==> config.mk <==
export PLATFORM = sky130hd
export DESIGN_NAME = can_transmit_buffer_set
export DESIGN_NICKNAME = d
export VERILOG_FILES = /design/src/inc/can_tx_buffer_pkg.sv /design/src/design/can_transmit_buffer_set.sv
export SDC_FILE = /design/constraint.sdc
export NUM_CORES = 1
export LEC_CHECK = 0
export BUFFER_PORTS_ARGS = -buffer_cell sky130_fd_sc_hd__buf_2
export CAP_MARGIN = 20
export CORE_AREA = 4 4 217 219
export DETAILED_ROUTE_END_ITERATION = 10
export DIE_AREA = 0 0 221 223
export PLACE_DENSITY = 0.62
export SETUP_SLACK_MARGIN = 0.3
export SLEW_MARGIN = 10
export SYNTH_ARGS = -nofsm -noshare
export SYNTH_HDL_FRONTEND = slang
export SYNTH_SLANG_ARGS = --single-unit
==> constraint.sdc <==
create_clock -name clk -period 9.7 [get_ports clk]
set_clock_uncertainty 0.15 [all_clocks]
set_input_delay 1.94 -clock clk [delete_from_list [all_inputs] [get_ports clk]]
set_output_delay 1.94 -clock clk [all_outputs]
set_load 0.01 [all_outputs]
==> src/inc/can_tx_buffer_pkg.sv <==
// Constants, types and field layout of the CAN transmit buffer set
//
// Operation
// - Completion flag set after send, modes 1-2
// - Abort of pending message sets aborted flag
// - Lost arbitration sets lost-arbitration flag
// - Bus error during send sets error flag
// - Request queues buffer, clears three status flags
// - Successful send clears request bit itself
// - Buffer registers read-only while request set
// - Clearing pending request aborts, reports aborted
// - Priority field 11 highest, 00 lowest
// - Priority orders sending, never alters identifier
// - Id high byte: id 10:3 or 28:21
// - Id low top bits: id 2:0 or 20:18
// - Extended select one sends 29-bit identifier
// - Extended select zero ignores low eighteen bits
// - Extended bits 17:0 in three further fields
// - Unimplemented bits always read as zero
// - Three buffers, eight data bytes each
// - Mode 0 reads completion bit as zero
// - Two-bit mode select, 11 reserved
// - Length code 0-8 bytes, above reserved
package can_tx_buffer_pkg;

    localparam int NUM_BUFFERS = 3;
    localparam int NUM_DATA    = 8;

    // Register map, byte addresses; buffer n sits at n * BUF_STRIDE
    localparam logic [7:0] BUF_STRIDE   = 8'h40;
    localparam logic [5:0] OFS_CONTROL  = 6'h00;
    localparam logic [5:0] OFS_SID_HIGH = 6'h04;
    localparam logic [5:0] OFS_SID_LOW  = 6'h08;
    localparam logic [5:0] OFS_EID_HIGH = 6'h0C;
    localparam logic [5:0] OFS_EID_LOW  = 6'h10;
    localparam logic [5:0] OFS_LENGTH   = 6'h14;
    localparam logic [5:0] OFS_DATA     = 6'h20;
    localparam logic [7:0] OFS_MODE     = 8'hC0;
    localparam logic [7:0] OFS_STATUS   = 8'hC4;

    // Control byte fields
    localparam int CTL_SENT_BIT = 7;
    localparam int CTL_ABT_BIT  = 6;
    localparam int CTL_LARB_BIT = 5;
    localparam int CTL_ERR_BIT  = 4;
    localparam int CTL_REQ_BIT  = 3;
    localparam int CTL_PRI_LSB  = 0;

    // Identifier low byte: implemented bits 7-5, 3, 1-0
    localparam logic [7:0] SIDL_IMPL_MASK = 8'hEB;
    localparam int         SIDL_EXT_BIT   = 3;

    // Status register fields
    localparam int STAT_BUSY_BIT   = 0;
    localparam int STAT_ACTIVE_LSB = 4;
    localparam int STAT_REQ_LSB    = 8;

    // Operating modes
    localparam logic [1:0] MODE_LEGACY     = 2'h0;
    localparam logic [1:0] MODE_ENH_LEGACY = 2'h1;
    localparam logic [1:0] MODE_ENH_FIFO   = 2'h2;
    localparam logic [1:0] MODE_RESERVED   = 2'h3;
    localparam logic [1:0] MODE_RESET      = MODE_LEGACY;

    localparam logic [3:0] MAX_BYTES = 4'h8;

    typedef enum logic [3:0] {
        RK_NONE, RK_CONTROL, RK_SID_HIGH, RK_SID_LOW, RK_EID_HIGH,
        RK_EID_LOW, RK_LENGTH, RK_DATA, RK_MODE, RK_STATUS
    } reg_kind_t;

    typedef struct packed {
        reg_kind_t  kind;
        logic [1:0] buf_idx;
        logic [2:0] byte_idx;
    } addr_dec_t;

    // Frame offered to the bit engine
    typedef struct packed {
        logic        extended;
        logic [28:0] ident;
        logic [3:0]  byte_count;
        logic [63:0] payload;
        logic [1:0]  buf_idx;
    } frame_t;

    // Outcome pulses from the bit engine for the frame in flight
    typedef struct packed {
        logic done;
        logic lost_arb;
        logic bus_err;
        logic abort_ack;
    } tx_event_t;

endpackage : can_tx_buffer_pkg

==> src/design/can_transmit_buffer_set.sv <==
// Three CAN transmit buffers with APB register access and priority scheduler
//
// Our own choices: the placing of the registers and the APB register port.
`timescale 1ns/100ps
`default_nettype none

module can_transmit_buffer_set import can_tx_buffer_pkg::*; (
    // Clock and reset
    input  wire logic        clk,
    input  wire logic        sys_rst,
    // APB slave
    input  wire logic        psel,
    input  wire logic        penable,
    input  wire logic        pwrite,
    input  wire logic [7:0]  paddr,
    input  wire logic [31:0] pwdata,
    output logic      [31:0] prdata,
    output logic             pready,
    output logic             pslverr,
    // Bit engine side
    output logic             frame_valid,
    input  wire logic        frame_ready,
    output frame_t           frame,
    output logic             abort_req,
    input  wire tx_event_t   tx_event
);

    typedef enum logic [1:0] {ST_IDLE, ST_OFFER, ST_SEND} state_t;

    ////////////////////////////////////////////////////////////////////////////
    // Storage

    logic [NUM_BUFFERS-1:0] req_reg;
    logic [NUM_BUFFERS-1:0] sent_reg;
    logic [NUM_BUFFERS-1:0] abt_reg;
    logic [NUM_BUFFERS-1:0] larb_reg;
    logic [NUM_BUFFERS-1:0] err_reg;
    logic [NUM_BUFFERS-1:0] abort_pend_reg;
    logic [1:0]             prio_reg   [NUM_BUFFERS];
    logic [7:0]             sidh_reg   [NUM_BUFFERS];
    logic [7:0]             sidl_reg   [NUM_BUFFERS];
    logic [7:0]             eidh_reg   [NUM_BUFFERS];
    logic [7:0]             eidl_reg   [NUM_BUFFERS];
    logic [3:0]             len_reg    [NUM_BUFFERS];
    logic [7:0]             data_reg   [NUM_BUFFERS][NUM_DATA];
    logic [1:0]             mode_reg;
    state_t                 state_reg;
    logic [1:0]             active_reg;
    frame_t                 frame_reg;
    logic [31:0]            prdata_reg;
    logic                   pslverr_reg;

    ////////////////////////////////////////////////////////////////////////////
    // Address decoding

    function automatic addr_dec_t decode(input logic [7:0] a);
        addr_dec_t d;
        logic [5:0] ofs;
        d = '{kind: RK_NONE, buf_idx: a[7:6], byte_idx: a[4:2]};
        ofs = a[5:0];
        if (a[1:0] != 2'h0) begin
            d.kind = RK_NONE;
        end else if (a == OFS_MODE) begin
            d.kind = RK_MODE;
        end else if (a == OFS_STATUS) begin
            d.kind = RK_STATUS;
        end else if (a >= 8'(NUM_BUFFERS) * BUF_STRIDE) begin
            d.kind = RK_NONE;
        end else if (ofs == OFS_CONTROL) begin
            d.kind = RK_CONTROL;
        end else if (ofs == OFS_SID_HIGH) begin
            d.kind = RK_SID_HIGH;
        end else if (ofs == OFS_SID_LOW) begin
            d.kind = RK_SID_LOW;
        end else if (ofs == OFS_EID_HIGH) begin
            d.kind = RK_EID_HIGH;
        end else if (ofs == OFS_EID_LOW) begin
            d.kind = RK_EID_LOW;
        end else if (ofs == OFS_LENGTH) begin
            d.kind = RK_LENGTH;
        end else if (ofs >= OFS_DATA) begin
            d.kind = RK_DATA;
        end
        return d;
    endfunction : decode

    addr_dec_t dec;
    logic      wr_en;
    logic      setup;

    assign dec   = decode(paddr);
    assign setup = psel && !penable;
    assign wr_en = psel && penable && pwrite && (dec.kind != RK_NONE);

    // Zero wait states: every access completes in its first access cycle
    assign pready  = 1'b1;
    assign prdata  = prdata_reg;
    assign pslverr = pslverr_reg;

    ////////////////////////////////////////////////////////////////////////////
    // Read path, captured in the setup cycle

    logic [7:0]  ctl_byte;
    logic [31:0] rd_word;

    always_comb begin
        ctl_byte = 8'h00;
        ctl_byte[CTL_SENT_BIT] = (mode_reg == MODE_LEGACY) ? 1'b0 : sent_reg[dec.buf_idx];
        ctl_byte[CTL_ABT_BIT]  = abt_reg[dec.buf_idx];
        ctl_byte[CTL_LARB_BIT] = larb_reg[dec.buf_idx];
        ctl_byte[CTL_ERR_BIT]  = err_reg[dec.buf_idx];
        ctl_byte[CTL_REQ_BIT]  = req_reg[dec.buf_idx];
        ctl_byte[CTL_PRI_LSB +: 2] = prio_reg[dec.buf_idx];
        rd_word = 32'h0000_0000;
        case (dec.kind)
            RK_CONTROL:  rd_word[7:0] = ctl_byte;
            RK_SID_HIGH: rd_word[7:0] = sidh_reg[dec.buf_idx];
            RK_SID_LOW:  rd_word[7:0] = sidl_reg[dec.buf_idx] & SIDL_IMPL_MASK;
            RK_EID_HIGH: rd_word[7:0] = eidh_reg[dec.buf_idx];
            RK_EID_LOW:  rd_word[7:0] = eidl_reg[dec.buf_idx];
            RK_LENGTH:   rd_word[3:0] = len_reg[dec.buf_idx];
            RK_DATA:     rd_word[7:0] = data_reg[dec.buf_idx][dec.byte_idx];
            RK_MODE:     rd_word[1:0] = mode_reg;
            RK_STATUS: begin
                rd_word[STAT_BUSY_BIT]        = (state_reg != ST_IDLE);
                rd_word[STAT_ACTIVE_LSB +: 2] = active_reg;
                rd_word[STAT_REQ_LSB +: 3]    = req_reg;
            end
            default:     rd_word = 32'h0000_0000;
        endcase
    end

    always_ff @(posedge clk) begin
        if (sys_rst) begin
            prdata_reg  <= 32'h0000_0000;
            pslverr_reg <= 1'b0;
        end else if (setup) begin
            prdata_reg  <= pwrite ? 32'h0000_0000 : rd_word;
            pslverr_reg <= (dec.kind == RK_NONE);
        end
    end

    ////////////////////////////////////////////////////////////////////////////
    // Operating mode

    always_ff @(posedge clk) begin
        if (sys_rst) begin
            mode_reg <= MODE_RESET;
        end else if (wr_en && dec.kind == RK_MODE && pwdata[1:0] != MODE_RESERVED) begin
            mode_reg <= pwdata[1:0];
        end
    end

    ////////////////////////////////////////////////////////////////////////////
    // Identifier, length and payload bytes; contents not reset

    logic buf_open;
    assign buf_open = wr_en && !req_reg[dec.buf_idx];

    always_ff @(posedge clk) begin
        if (buf_open) begin
            case (dec.kind)
                RK_SID_HIGH: sidh_reg[dec.buf_idx] <= pwdata[7:0];
                RK_SID_LOW:  sidl_reg[dec.buf_idx] <= pwdata[7:0] & SIDL_IMPL_MASK;
                RK_EID_HIGH: eidh_reg[dec.buf_idx] <= pwdata[7:0];
                RK_EID_LOW:  eidl_reg[dec.buf_idx] <= pwdata[7:0];
                RK_LENGTH:   len_reg[dec.buf_idx]  <= pwdata[3:0];
                RK_DATA:     data_reg[dec.buf_idx][dec.byte_idx] <= pwdata[7:0];
                default: ;
            endcase
        end
    end

    ////////////////////////////////////////////////////////////////////////////
    // Per-buffer control byte

    logic in_send;
    assign in_send = (state_reg == ST_SEND);

    for (genvar i = 0; i < NUM_BUFFERS; i++) begin : g_ctl
        logic own_send;
        logic ctl_wr;
        logic end_abort;
        assign own_send  = in_send && (active_reg == 2'(i));
        assign ctl_wr    = wr_en && (dec.kind == RK_CONTROL) && (dec.buf_idx == 2'(i));
        assign end_abort = own_send && abort_pend_reg[i]
                           && (tx_event.abort_ack || tx_event.lost_arb || tx_event.bus_err);

        always_ff @(posedge clk) begin
            if (sys_rst) begin
                req_reg[i]        <= 1'b0;
                sent_reg[i]       <= 1'b0;
                abt_reg[i]        <= 1'b0;
                larb_reg[i]       <= 1'b0;
                err_reg[i]        <= 1'b0;
                abort_pend_reg[i] <= 1'b0;
                prio_reg[i]       <= 2'h0;
            end else begin
                // Software side first so hardware events below win
                if (ctl_wr && !req_reg[i]) begin
                    req_reg[i]  <= pwdata[CTL_REQ_BIT];
                    prio_reg[i] <= pwdata[CTL_PRI_LSB +: 2];
                    if (pwdata[CTL_REQ_BIT]) begin
                        abt_reg[i]  <= 1'b0;
                        larb_reg[i] <= 1'b0;
                        err_reg[i]  <= 1'b0;
                    end
                    if (!pwdata[CTL_SENT_BIT]) begin
                        sent_reg[i] <= 1'b0;
                    end
                end else if (ctl_wr && !pwdata[CTL_REQ_BIT]) begin
                    // Abort: in flight waits for the engine, else at once
                    // Event in the same cycle ends the attempt now, or a pend would never clear
                    if (own_send && tx_event == '0) begin
                        abort_pend_reg[i] <= 1'b1;
                    end else if (!(own_send && tx_event.done)) begin
                        req_reg[i] <= 1'b0;
                        abt_reg[i] <= 1'b1;
                    end
                end
                if (own_send && tx_event.lost_arb) begin
                    larb_reg[i] <= 1'b1;
                end
                if (own_send && tx_event.bus_err) begin
                    err_reg[i] <= 1'b1;
                end
                if (end_abort && !tx_event.done) begin
                    req_reg[i]        <= 1'b0;
                    abt_reg[i]        <= 1'b1;
                    abort_pend_reg[i] <= 1'b0;
                end
                if (own_send && tx_event.done) begin
                    req_reg[i]        <= 1'b0;
                    abort_pend_reg[i] <= 1'b0;
                    if (mode_reg != MODE_LEGACY) begin
                        sent_reg[i] <= 1'b1;
                    end
                end
            end
        end
    end

    ////////////////////////////////////////////////////////////////////////////
    // Scheduler

    logic [NUM_BUFFERS-1:0] pending;
    logic                   pick_any;
    logic [1:0]             pick_idx;

    assign pending = req_reg & ~abort_pend_reg;

    always_comb begin
        logic [1:0] best;
        best     = 2'h0;
        pick_any = 1'b0;
        pick_idx = 2'h0;
        // Ascending scan with >= lets the higher index win a tie
        for (int n = 0; n < NUM_BUFFERS; n++) begin
            if (pending[n] && (!pick_any || prio_reg[n] >= best)) begin
                best     = prio_reg[n];
                pick_idx = 2'(n);
                pick_any = 1'b1;
            end
        end
    end

    // Priority is never folded into the identifier
    function automatic frame_t build_frame(input logic [1:0] b);
        frame_t f;
        f.extended = sidl_reg[b][SIDL_EXT_BIT];
        if (f.extended) begin
            f.ident = {sidh_reg[b], sidl_reg[b][7:5], sidl_reg[b][1:0],
                       eidh_reg[b], eidl_reg[b]};
        end else begin
            f.ident = {18'h0_0000, sidh_reg[b], sidl_reg[b][7:5]};
        end
        f.byte_count = (len_reg[b] > MAX_BYTES) ? MAX_BYTES : len_reg[b];
        for (int m = 0; m < NUM_DATA; m++) begin
            f.payload[m*8 +: 8] = data_reg[b][m];
        end
        f.buf_idx = b;
        return f;
    endfunction : build_frame

    always_ff @(posedge clk) begin
        if (sys_rst) begin
            state_reg  <= ST_IDLE;
            active_reg <= 2'h0;
            frame_reg  <= '0;
        end else begin
            case (state_reg)
                ST_IDLE: begin
                    if (pick_any) begin
                        active_reg <= pick_idx;
                        frame_reg  <= build_frame(pick_idx);
                        state_reg  <= ST_OFFER;
                    end
                end
                ST_OFFER: begin
                    // Offer withdrawn if software aborted it meanwhile
                    if (!req_reg[active_reg]) begin
                        state_reg <= ST_IDLE;
                    end else if (frame_ready) begin
                        state_reg <= ST_SEND;
                    end
                end
                ST_SEND: begin
                    // Lost arbitration or error ends the attempt; request stays for retry
                    if (tx_event.done || tx_event.lost_arb || tx_event.bus_err || tx_event.abort_ack) begin
                        state_reg <= ST_IDLE;
                    end
                end
                default: state_reg <= ST_IDLE;
            endcase
        end
    end

    assign frame_valid = (state_reg == ST_OFFER) && req_reg[active_reg];
    assign frame       = frame_reg;
    assign abort_req   = in_send && abort_pend_reg[active_reg];

endmodule : can_transmit_buffer_set

`default_nettype wire

Yosys cells after proc, flatten, opt, wreduce, memory -nomap -nowiden
Memories as Yosys holds them, arrays and structs flattened. A register that Yosys moved wholly into a read port is not among the register bits.
Index checks and enable logic that the tools add are counted.
- register bits after elaboration: 91
- bits in latches: 0
- bits in writable memories: 300
- bits in read-only memories: 0
- input bits: 50
- memories: 7
- add/sub/neg operators: 0
- multipliers: 0
- div/mod/pow operators: 0
- magnitude comparators: 9
- eq/ne operators: 38
- shifts and indexed selects: 0
- multiplexer cells: 130
- bitwise operators: 9
- reductions and logical operators: 111
- memory list (memory ; words ; bits a word ; read ports ; clocked after Yosys merged registers in ; wr ports ; RTL line ; text):
    data_reg ; 3 ; 64 ; 2 ; 1 ; 1 ; can_transmit_buffer_set.sv:45 ; logic [7:0] data_reg [NUM_BUFFERS][NUM_DATA];
    eidh_reg ; 3 ; 8 ; 2 ; 0 ; 1 ; can_transmit_buffer_set.sv:42 ; logic [7:0] eidh_reg [NUM_BUFFERS];
    eidl_reg ; 3 ; 8 ; 2 ; 0 ; 1 ; can_transmit_buffer_set.sv:43 ; logic [7:0] eidl_reg [NUM_BUFFERS];
    sidh_reg ; 3 ; 8 ; 2 ; 0 ; 1 ; can_transmit_buffer_set.sv:40 ; logic [7:0] sidh_reg [NUM_BUFFERS];
    sidl_reg ; 3 ; 6 ; 2 ; 0 ; 1 ; can_transmit_buffer_set.sv:41 ; logic [7:0] sidl_reg [NUM_BUFFERS];
    len_reg ; 3 ; 4 ; 2 ; 0 ; 1 ; can_transmit_buffer_set.sv:44 ; logic [3:0] len_reg [NUM_BUFFERS];
    +1 memories ; - ; - ; - ; - ; - ; - ;
- operators by type and width (operator ; count):
    $mux W1 ; 86
    $mux W64 ; 1
    $logic_and A1 B1 Y1 ; 46
    $reduce_bool A2 Y1 ; 18
    $mux W29 ; 1
    $pmux W2 S7 ; 2
    $mux W3 ; 9
    $ne A3 B2 Y1 const B ; 9
    $bmux W8 S3 ; 1
    $demux W8 S3 ; 1
    $mux W8 ; 3
    $mux W2 ; 10
    $reduce_and A2 Y1 ; 10
    $eq A4 B3 Y1 const B ; 4
    $eq A8 B8 Y1 const B ; 2
    $mux W4 ; 4
    $bmux W1 S2 ; 7
    $eq A6 B4 Y1 const B ; 2
    $eq A6 B5 Y1 const B ; 2
    $pmux W2 S6 ; 1
    $reduce_and A3 Y1 ; 4
    $reduce_and A4 Y1 ; 3
    $mux W11 ; 1
    $ne A2 B2 Y1 const B ; 5
    other kinds (31) ; 65

Depth between registers and ports, before layout
Gate-level depths: netlist of run 1.
- depth in word-level cells: 21
- depth in mapped cells: 18
- depth with buffers taken out: 14

Worst setup path after synthesis of run 1
Ideal clock, no wire load.
- path type: input-to-reg
- start: input port paddr[6]
- end: memory data_reg[2][24] (netlist bit), enable pin
- arrival: 4.106 ns
- data required time: 9.167 ns
- setup slack: 5.061 ns
- cell stages on the path: 7
- buffers on the path: 4
- path through: buf_2 -> buf_2 -> buf_2 -> o21ai_0 -> or4_1 -> clkbuf_1 -> nor3_1
- cells in the longest elaborated chain, start to end: 10
- elaborated cells on any way between the ends: 17
- classes of those cells: order compare: 1; eq/ne: 3; mux: 9; reduce/logical: 4
- ends and longest elaborated chain (what ; RTL line ; text):
    start: declaration ; can_transmit_buffer_set.sv:15 ; input wire logic [7:0] paddr,
    $ge A8 B8 Y1 ; can_transmit_buffer_set.sv:67 ; end else if (a >= 8'(NUM_BUFFERS) * BUF_STRIDE) begin
    $mux W3 ; can_transmit_buffer_set.sv:67 ;
    $mux W4 ; can_transmit_buffer_set.sv:65 ; end else if (a == OFS_STATUS) begin
    $mux W4 ; can_transmit_buffer_set.sv:63 ; end else if (a == OFS_MODE) begin
    $mux W4 ; can_transmit_buffer_set.sv:61 ; if (a[1:0] != 2'h0) begin
    $reduce_bool A4 Y1 ; can_transmit_buffer_set.sv:93 ; assign wr_en = psel && penable && pwrite && (dec.kind != RK_NONE);
    $logic_and A1 B1 Y1 ; can_transmit_buffer_set.sv:93 ;
    $logic_and A1 B1 Y1 ; can_transmit_buffer_set.sv:158 ; assign buf_open = wr_en && !req_reg[dec.buf_idx];
    $mux W1 ; can_transmit_buffer_set.sv:161 ; if (buf_open) begin
    $mux W64 (not written as such) ; can_transmit_buffer_set.sv:168 ; RK_DATA: data_reg[dec.buf_idx][dec.byte_idx] <= pwdata[7:0];
    end: declaration ; can_transmit_buffer_set.sv:45 ;
Several ways; a longest one is shown, not always the timed one. The select of a mux whose other input is x is not followed.

Worst setup path in the final report of run 1
- start: register req_reg[0]
- end: register frame[9] (netlist name)
- cells in the longest elaborated chain, start to end: 11
- elaborated cells on any way between the ends: 17
- classes of those cells: order compare: 2; mux: 7; bitwise: 1; reduce/logical: 7
- ends and longest elaborated chain (what ; RTL line ; text):
    start: declaration ; can_transmit_buffer_set.sv:33 ; logic [NUM_BUFFERS-1:0] req_reg;
    start signal: indexed assignment ; can_transmit_buffer_set.sv:201 ; req_reg[i] <= pwdata[CTL_REQ_BIT];
    $and A3 B3 Y3 * ; can_transmit_buffer_set.sv:250 ; assign pending = req_reg & ~abort_pend_reg;
    $mux W2 / $mux W1 (equally long branches) ; can_transmit_buffer_set.sv:259 ; if (pending[n] && (!pick_any || prio_reg[n] >= best)) begin
    $ge A2 B2 Y1 / $logic_not A1 Y1 (equally long branches) ; can_transmit_buffer_set.sv:259 ;
    $logic_or A1 B1 Y1 ; can_transmit_buffer_set.sv:259 ;
    $logic_and A1 B1 Y1 ; can_transmit_buffer_set.sv:259 ;
    $mux W2 / $mux W1 (equally long branches) ; can_transmit_buffer_set.sv:259 ;
    $ge A2 B2 Y1 / $logic_not A1 Y1 (equally long branches) ; can_transmit_buffer_set.sv:259 ;
    $logic_or A1 B1 Y1 ; can_transmit_buffer_set.sv:259 ;
    $logic_and A1 B1 Y1 ; can_transmit_buffer_set.sv:259 ;
    $mux W1 ; can_transmit_buffer_set.sv:259 ;
    $reduce_and A2 Y1 (no line) ; - ;
Mark *: on every way between the ends. The rest lies on a longest branch, timed or not.
A chain may end at the register's enable or synchronous reset.

==> results of run 1 <==
-- power groups by stage --
stage | combinational (mW) | clock [mW] | sequential [mW]
after floorplan | 0.100 | 0 | 2.02
after global placement | 0.158 | 0 | 2.02
after detailed placement | 0.160 | 0 | 2.02
after CTS | 0.160 | 1.91 | 1.98
after global routing | 0.171 | 1.99 | 1.98
final | 0.163 | 1.88 | 1.98
-- stage by stage --
step | cell area, µm² | utilization | total power [mW]
after CTS | 22900 | 0.507 | 4.05
after floorplan | 20200 | - | 2.12
after global placement | 21200 | 0.470 | 2.18
final | 22900 | 0.507 | 4.03
after global routing | 22900 | 0.507 | 4.14
after detailed placement | 21200 | 0.471 | 2.18
-- placed cells by master, fill, tap and decap left out, types with 10 or more instances in the layout --
master,Yosys,final
o21ai_0,126,126
mux4_2,23,23
nand2_1,143,143
a31oi_1,22,22
mux2_2,43,43
clkbuf_16,0,51
o22ai_1,11,11
a22oi_1,20,20
and2_1,10,10
nor3_1,51,50
buf_4,22,51
a211oi_1,18,18
edfxtp_1,300,300
mux2i_1,70,70
dfxtp_1,134,134
a221oi_1,13,13
nand3_1,155,155
nand4_1,22,22
buf_2,28,138
and3_1,12,12
conb_1,2,22
a311oi_1,16,16
a21oi_1,127,127
nor2b_1,13,12
nor2_1,112,111
o211ai_1,86,86
nand2b_1,20,18
-- worst min-delay path by stage --
stage / from / endpoint / cells after the start
5_1_grt: frame[53]$_SDFFE_PP0P_ / frame[53]$_SDFFE_PP0P_ / 2
6_report: frame[29]$_SDFFE_PP0P_ / frame[29]$_SDFFE_PP0P_ / 2
3_3_place_gp: frame[97]$_SDFFE_PP0P_ / frame[97]$_SDFFE_PP0P_ / 2
3_5_place_dp: frame[46]$_SDFFE_PP0P_ / frame[46]$_SDFFE_PP0P_ / 2
2_1_floorplan: sent_reg[0]$_SDFF_PP0_ / sent_reg[0]$_SDFF_PP0_ / 2
4_1_cts: frame[46]$_SDFFE_PP0P_ / frame[46]$_SDFFE_PP0P_ / 2
-- routing by layer --
layer  wire length, µm  GRT usage
met5                13          0
met4              1730     0.0759
met1             25900      0.341
met2             29400      0.390
met3              5950     0.0474
-- critical path, stage by stage, from the launching register on --
cell and delay [ns]:
dfxtp_1 0.50, nor2b_1 0.22, and2_1 0.18, ha_1 0.23, nand2b_1 0.20, a211oi_4 0.37, nor2_1 0.11, buf_4 0.26
nor2_1 0.11, a21oi_1 0.05, ha_1 0.32, a221oi_4 0.57, or2_4 0.88, buf_4 0.87, nand3_1 0.16, o211ai_1 0.29
a21oi_1 0.12
-- cells by family (layout without fill, tap and decap cells) --
kind of cell             Yosys count  in the layout  share of synthesized area
AO/OA/AOI/OAI                    482            482                      0.152
other                              2             24                   0.000373
buffers and inverters            188            281                     0.0420
multiplexers                     136            136                     0.0846
AND/OR/NAND/NOR                  576            576                      0.137
adder cells (fa/ha/maj)            4              4                    0.00249
flip-flops                       434            434                      0.581
-- layout make-up --
type,count,area share
Antenna cell,2,0.000219
Clock inverter,29,0.0130
Clock buffer,57,0.0585
Tap cell,600,0.0328
Multi-Input combinational cell,1220,0.336
Inverter,6,0.000985
Sequential cell,434,0.511
Timing Repair Buffer,189,0.0469
==> metrics, run 1 <==
status complete, no violations; DP Wirelength 38300 µm; register-to-register setup slack 3.92 ns; root buf cell clkbuf_16; top_reg_cell synth edfxtp_1; final hold slack 0.302 ns; die height 223 µm; Comb power frac 0.040; Routed Antenna Nets 0; R2R cell count 16; Slew headroom 0.247; Final Cycle Share 0.596; max reg flops 192; nets@finish 1952; share of Yosys cell area claimed by the top area cell type 0.448; Non-Filler Instances 2537; H-tree depth 2; count leader, synth edfxtp_1; Tmin final 5.78 ns; Routed WL 63000 µm; Yosys reg bits 434; I/O pins 186; area occupied by multi-input gates 0.00769 mm²; vias per inst 6.22; core area 0.0451 mm²; sequential power share 0.492; clock tree from TritonCTS yes; hold_buf cts 0; Cell Count Post-Placement 2448; Setup-failing EPs final 0; Mapped Cells 1822; Final Max Tran Viols 0; Post-Syn Area 0.0201 mm²; Final WS setup 3.92 ns; critical path launch point type flip-flop; clock share of power 0.468; DRC Markers 0; Initial Utilization 0.446; first drt pass iteration count 5; synthesized area per cell 11.0 µm²; Worst setup endpoint frame[9]$_SDFFE_PP0P_; GRT Resource Usage Total 0.245; critical-path maximum fanout 84; DP Worst Slack 3.79 ns; critical path arrival 6.04 ns; RSZ-0062 raised after global routing no; largest net degree at the start of global routing 91; routed len/inst 24.8 µm; layout cells sized above 1 0.183; Setup CP Type reg -> reg; Internal 3.14 mW; RR Startpoint req_reg[0]$_SDFFE_PP0P_; Worst Max-Slew Pin Slew 1.13 ns; Fin Setup TNS 0 ns; # fillers 4064; CTS max path bufs 3; vias in the first global route 15000; Critical Path End Type flip-flop; Netlist cell types 68; via count 15800; HP Class reg -> reg; global-route wire length before repair 94300 µm; CP required 9.96 ns; Crit. Startpoint req_reg[0]$_SDFFE_PP0P_; Peak VDD IR 0.000115 V; max cap viols 0; area leader, netlist edfxtp_1; Post-synth EDFFs 300; Die ar. 0.0493 mm²; register area 0.0117 mm²; Die X 221 µm; sequential area share after synthesis 0.581; top cells by area, synth edfxtp_1 45%, dfxtp_1 13%, nand3_1 3.9%, mux2i_1 3.5%, o211ai_1 3.2%; total congestion overflow 0; PortBufs 139; Async SR Flop Fraction 0; worst skew pair latency 0.58 ns; final hold vios 0; sw power 0.883 mW; GP Congestion 0.883; row cnt 78; Leak 7.83 nW; Max Clk Rate 173 MHz; Reg clk slew, reported paths 0.06 ns; initial antenna violation count 4; Cell Pwr Density 176 mW/mm²; Warnings, synthesis 0; setup repair bufs after CTS 0; CTS Buf Count 47; Num Clock Sinks 434; area grow syn2layout 13.7%; sw frac 0.219; Post-synth top cells 300 x edfxtp_1, 155 x nand3_1, 143 x nand2_1; CTS resizes 0; First DRT Iteration DRCs 1898; worst reg2reg endpoint frame[9]$_SDFFE_PP0P_
(Power assumes the default switching activity.)
==> inputs of run 2 (changes only) <==
==> constraint.sdc (replaced) <==
create_clock -name clk -period 5.5 [get_ports clk]
set_clock_uncertainty 0.15 [all_clocks]
set_input_delay 1.1 -clock clk [delete_from_list [all_inputs] [get_ports clk]]
set_output_delay 1.1 -clock clk [all_outputs]
set_load 0.01 [all_outputs]
==> metrics, run 2 (synthesized netlist as in run 1, its figures left out) <==
Cell Pwr Density 307 mW/mm² (+74%); nets@finish 1960 (+0.41%); hold_buf cts 0 (unchanged); Final Max Tran Viols 0 (unchanged); GP Congestion 0.899 (+1.8%); Die ar. 0.0493 mm² (unchanged); CP required 5.80 ns (-4.16 ns); layout cells sized above 1 0.182 (-0.000520); Routed Antenna Nets 0 (unchanged); CTS max path bufs 3 (unchanged); Antenna diodes 0 (-2); Cell Count Post-Placement 2455 (+0.29%); clock tree from TritonCTS yes; RSZ-0062 raised after global routing no; Num Clock Sinks 434 (unchanged); Die X 221 µm (unchanged); commonest non-fill, non-tap cells in the layout 300 x edfxtp_1, 155 x nand3_1, 143 x nand2_1; CTS Buf Count 48 (+2.1%); Initial Utilization 0.446 (unchanged); HP Class reg -> reg; Setup-failing EPs final 0 (unchanged); Slew headroom 0.210 (-0.0373); GRT Resource Usage Total 0.247 (+0.00299); H-tree depth 2 (unchanged); setup repair bufs after CTS 0 (unchanged); vias in the first global route 15200 (+1.2%); global-route wire length before repair 95100 µm (+0.91%); Setup CP Type reg -> reg; Routed WL 63400 µm (+0.68%); Max Clk Rate 205 MHz (+18%); Tmin final 4.88 ns (-0.902 ns); area grow syn2layout 14.1%; largest net degree at the start of global routing 112 (+23%); commonest non-fill, non-tap cell in the layout edfxtp_1; routed len/inst 24.9 µm (+0.32%); final hold vios 0 (unchanged); via count 15900 (+0.58%); status complete, no violations; critical path arrival 5.18 ns (-0.86 ns); max reg flops 192 (unchanged); Peak VDD IR 0.000213 V (+85%); core area 0.0451 mm² (unchanged); initial antenna violation count 1 (-3); CTS resizes 0 (unchanged); First DRT Iteration DRCs 1793 (-5.5%); Final Cycle Share 0.887 (+0.291); Reg clk slew, reported paths 0.06 ns (about the same); area occupied by multi-input gates 0.00769 mm² (unchanged); critical path launch point type flip-flop; DP Worst Slack 0.708 ns (-3.08 ns); register-to-register setup slack 0.62 ns (-3.30 ns); max cap viols 0 (unchanged); Critical Path End Type flip-flop; first drt pass iteration count 7 (+2); I/O pins 186 (unchanged); Final WS setup 0.623 ns (-3.30 ns); row cnt 78 (unchanged); Leak 7.86 nW (+0.47%); vias per inst 6.23 (+0.22%); critical-path maximum fanout 60 (-29%); DP Wirelength 39000 µm (+1.7%); root buf cell clkbuf_16; DRC Markers 0 (unchanged); Fin Setup TNS 0 ns (unchanged); register area 0.0117 mm² (unchanged); Non-Filler Instances 2546 (+0.35%); die height 223 µm (unchanged); PortBufs 139 (unchanged); total power 7.04 mW (+75%); worst skew pair latency 0.60 ns (+0.02 ns); # fillers 4047 (-0.42%); Worst Max-Slew Pin Slew 1.19 ns (+0.0560 ns); total congestion overflow 0 (unchanged)
run 2: layout make-up:
class                           count  share of cell area
Inverter                            6            0.000981
Multi-Input combinational cell   1220               0.335
Tap cell                          600              0.0327
Sequential cell                   434               0.509
Clock buffer                       66              0.0597
Clock inverter                     24              0.0107
Timing Repair Buffer              196              0.0515
run 2: path summary, 6_finish.rpt:
kind,startpoint,endpoint,cells after the start
setup / recovery,req_reg[0]$_SDFFE_PP0P_,frame[17]$_SDFFE_PP0P_,17
hold / removal,frame[69]$_SDFFE_PP0P_,frame[69]$_SDFFE_PP0P_,2
setup reg to reg,req_reg[0]$_SDFFE_PP0P_,frame[17]$_SDFFE_PP0P_,17
hold reg to reg,frame[69]$_SDFFE_PP0P_,frame[69]$_SDFFE_PP0P_,2
run 2: per-layer routing:
layer | part of all wire | global-route usage | up-vias | wire length [µm]
met5 | 0 | 0 | - | 0
met3 | 0.094 | 0.0378 | 120 | 5940
met2 | 0.47 | 0.401 | 865 | 30000
met1 | 0.41 | 0.347 | 7791 | 25700
li1 | - | - | 7085 | -
met4 | 0.028 | 0.0763 | 0 | 1800
run 2: per-stage QoR:
step	hold WS, ns	utilization	cell area [µm²]
2_1_floorplan	0.303	-	20200
4_1_cts	0.302	0.508	22900
3_5_place_dp	0.294	0.473	21300
3_3_place_gp	0.292	0.472	21300
6_report	0.301	0.509	23000
5_1_grt	0.327	0.509	23000
run 2: worst max-delay path, cell delays in order (launching register included):
cell	delay, ns
dfxtp_1	0.49
nor2b_1	0.21
and2_1	0.16
ha_1	0.22
nand2b_1	0.19
a211oi_4	0.26
nor2_1	0.06
buf_4	0.22
mux2_2	0.30
ha_1	0.26
nand2b_1	0.17
a221oi_4	0.21
buf_4	0.23
or2_4	0.44
buf_4	0.62
nand3_1	0.14
o211ai_1	0.24
a21oi_1	0.11
run 2: report_power, final:
| group | switching, mW | internal [mW] | leakage [nW] |
|---|---|---|---|
| clock network | 1.32 | 1.94 | 0.782 |
| registers | 0.00242 | 3.49 | 3.78 |
| logic | 0.209 | 0.0818 | 3.30 |
==> inputs of run 3 (changes only) <==
--- a/config.mk
+++ b/config.mk
@@ -10,7 +10,7 @@
 export CORE_AREA = 4 4 217 219
 export DETAILED_ROUTE_END_ITERATION = 10
 export DIE_AREA = 0 0 221 223
-export PLACE_DENSITY = 0.62
+export PLACE_DENSITY = 0.73
 export SETUP_SLACK_MARGIN = 0.3
 export SLEW_MARGIN = 10
 export SYNTH_ARGS = -nofsm -noshare
==> metrics, run 3 (synthesized netlist as in run 1, its figures left out) <==
status complete, no violations; critical path arrival 5.11 ns (-0.07 ns); CP max stage cell or2_4; PortBufs 139 (unchanged); global-route wire length before repair 92700 µm (-2.5%); vias per inst 6.27 (+0.61%); Die ar. 0.0493 mm² (unchanged); crit-path cells nor2b_1 -> and2_1 -> ha_1 -> nand2b_1 -> a211oi_4 -> nor2_1 -> buf_4 -> nor2_1 -> a21oi_1 -> ha_1 -> a221oi_4 -> buf_4 -> or2_4 -> a31oi_1 -> a211o_1 -> a311oi_1; worst hold start frame[97]$_SDFFE_PP0P_; GP Congestion 0.918 (+2.1%); Peak VDD IR 0.000287 V (+35%); max cap viols 0 (unchanged); setup repair bufs after CTS 0 (unchanged); layout cells sized above 1 0.184 (+0.00135); met3 usage 0.0492 (+0.0114); Non-Filler Instances 2551 (+0.20%); grt met2 use 0.376 (-0.0249); area occupied by multi-input gates 0.00769 mm² (unchanged); Final Cycle Share 0.868 (-0.0183); Slew headroom 0.227 (+0.0171); clock tree from TritonCTS yes; Leak 7.87 nW (+0.15%); register area 0.0117 mm² (unchanged); utilization after layout 0.509 (about the same); die height 223 µm (unchanged); area grow syn2layout 14.0% (about the same); routed len/inst 24.0 µm (-3.7%); DRC Markers 0 (unchanged); CTS Buf Count 47 (-2.1%); GR Layer Usage met1 0.331 (-0.0161); Fin Setup TNS 0 ns (unchanged); I/O pins 186 (unchanged); critical-path maximum fanout 47 (-22%); worst skew pair latency 0.58 ns (-0.02 ns); Setup CP Type reg -> reg; row cnt 78 (unchanged); core area 0.0451 mm² (unchanged); CTS max path bufs 3 (unchanged); Cell Pwr Density 305 mW/mm² (-0.54%); Setup-failing EPs final 0 (unchanged); H-tree depth 2 (unchanged); RSZ-0062 raised after global routing no; Final Max Tran Viols 0 (unchanged); Routed WL 61200 µm (-3.5%); commonest non-fill, non-tap cells in the layout 300 x edfxtp_1, 155 x nand3_1, 143 x nand2_1; Initial Utilization 0.446 (unchanged); total congestion overflow 0 (unchanged); # fillers 3919 (-3.2%); Reg clk slew, reported paths 0.06 ns (about the same); Tmin final 4.78 ns (-0.101 ns); total power 7.00 mW (-0.63%); initial antenna violation count 3 (+2); Die X 221 µm (unchanged); Routed Antenna Nets 0 (unchanged); CP required 5.84 ns (+0.04 ns); Max Clk Rate 209 MHz (+2.1%); root buf cell clkbuf_16; worst reg2reg endpoint frame[79]$_SDFFE_PP0P_; GRT Resource Usage Total 0.238 (-0.00963); largest net degree at the start of global routing 91 (-19%); Critical Path End Type flip-flop; Worst Max-Slew Pin Slew 1.16 ns (-0.0256 ns); CTS resizes 0 (unchanged); commonest non-fill, non-tap cell in the layout edfxtp_1; RR Startpoint req_reg[0]$_SDFFE_PP0P_; register-to-register setup slack 0.72 ns (+0.10 ns); final hold vios 0 (unchanged); Cell Count Post-Placement 2460 (+0.20%); critical path launch point type flip-flop; via count 16000 (+0.81%); Worst setup endpoint frame[79]$_SDFFE_PP0P_; vias in the first global route 15200 (-0.086%); Num Clock Sinks 434 (unchanged); nets@finish 1963 (+0.15%); hold_buf cts 0 (unchanged); R2R cell count 16 (-1); most used routing layer met2; Crit. Startpoint req_reg[0]$_SDFFE_PP0P_; First DRT Iteration DRCs 2166 (+21%); first drt pass iteration count 5 (-2); DP Wirelength 38600 µm (-1.1%); max reg flops 192 (unchanged); slowest stage delay, CP 0.54 ns (-0.08 ns); HP Class reg -> reg
[run 3: changes by cell type in the layout (fill, tap and decap cells not counted), sizes merged]
cell / before / now
diode: 0 / 3
buf: 196 / 200
clkinv: 14 / 16
inv: 7 / 6
clkinvlp: 5 / 2
[run 3: through the flow]
step | area, µm² | hold slack [ns] | worst slack (ns)
finish | 22900 | 0.299 | 0.724
global route | 22900 | 0.320 | 0.442
CTS | 22900 | 0.304 | 0.817
detailed placement | 21300 | 0.297 | 0.829
global placement | 21300 | 0.286 | 0.848
floorplan | 20200 | 0.303 | 1.30
[run 3: cell type report]
| cell class | instances | share of cell area |
|---|---|---|
| Sequential cell | 434 | 0.510 |
| Multi-Input combinational cell | 1220 | 0.335 |
| Clock buffer | 66 | 0.0594 |
| Timing Repair Buffer | 200 | 0.0515 |
| Tap cell | 600 | 0.0327 |
| Clock inverter | 22 | 0.00988 |
| Inverter | 6 | 0.000982 |
| Antenna cell | 3 | 0.000327 |
[run 3: worst max-delay path, delay by kind of cell (launching register included)]
family                     cells  cell delay [ns]
DFF                            1             0.48
buffers and inverters          2             0.45
AOI/OAI and AO/OA              6             1.75
adders and majority gates      2             0.54
and+or+nand+nor                6             1.30
[run 3: power breakdown]
part           total, mW  switching [mW]  internal, mW  leakage [nW]
clock               3.22            1.30          1.92         0.784
sequential          3.49         0.00234          3.49          3.78
combinational      0.288           0.206        0.0818          3.31
total               7.00            1.51          5.49          7.87
[run 3: how the worst min path moves through the flow]
stage	to	slack (ns)	cells past startpoint
after global placement	frame[97]$_SDFFE_PP0P_	0.29	2
after CTS	frame[97]$_SDFFE_PP0P_	0.30	2
after floorplan	sent_reg[0]$_SDFF_PP0_	0.30	2
final	frame[97]$_SDFFE_PP0P_	0.30	2
after detailed placement	frame[97]$_SDFFE_PP0P_	0.30	2
after global routing	frame[7]$_SDFFE_PP0P_	0.32	2
[run 3: layer usage]
| metal | share of wire | wire length [µm] | vias up |
|---|---|---|---|
| met2 | 0.46 | 28300 | 1047 |
| li1 | - | - | 7093 |
| met5 | 0 | 0 | - |
| met1 | 0.39 | 24000 | 7724 |
| met4 | 0.029 | 1790 | 0 |
| met3 | 0.12 | 7110 | 125 |
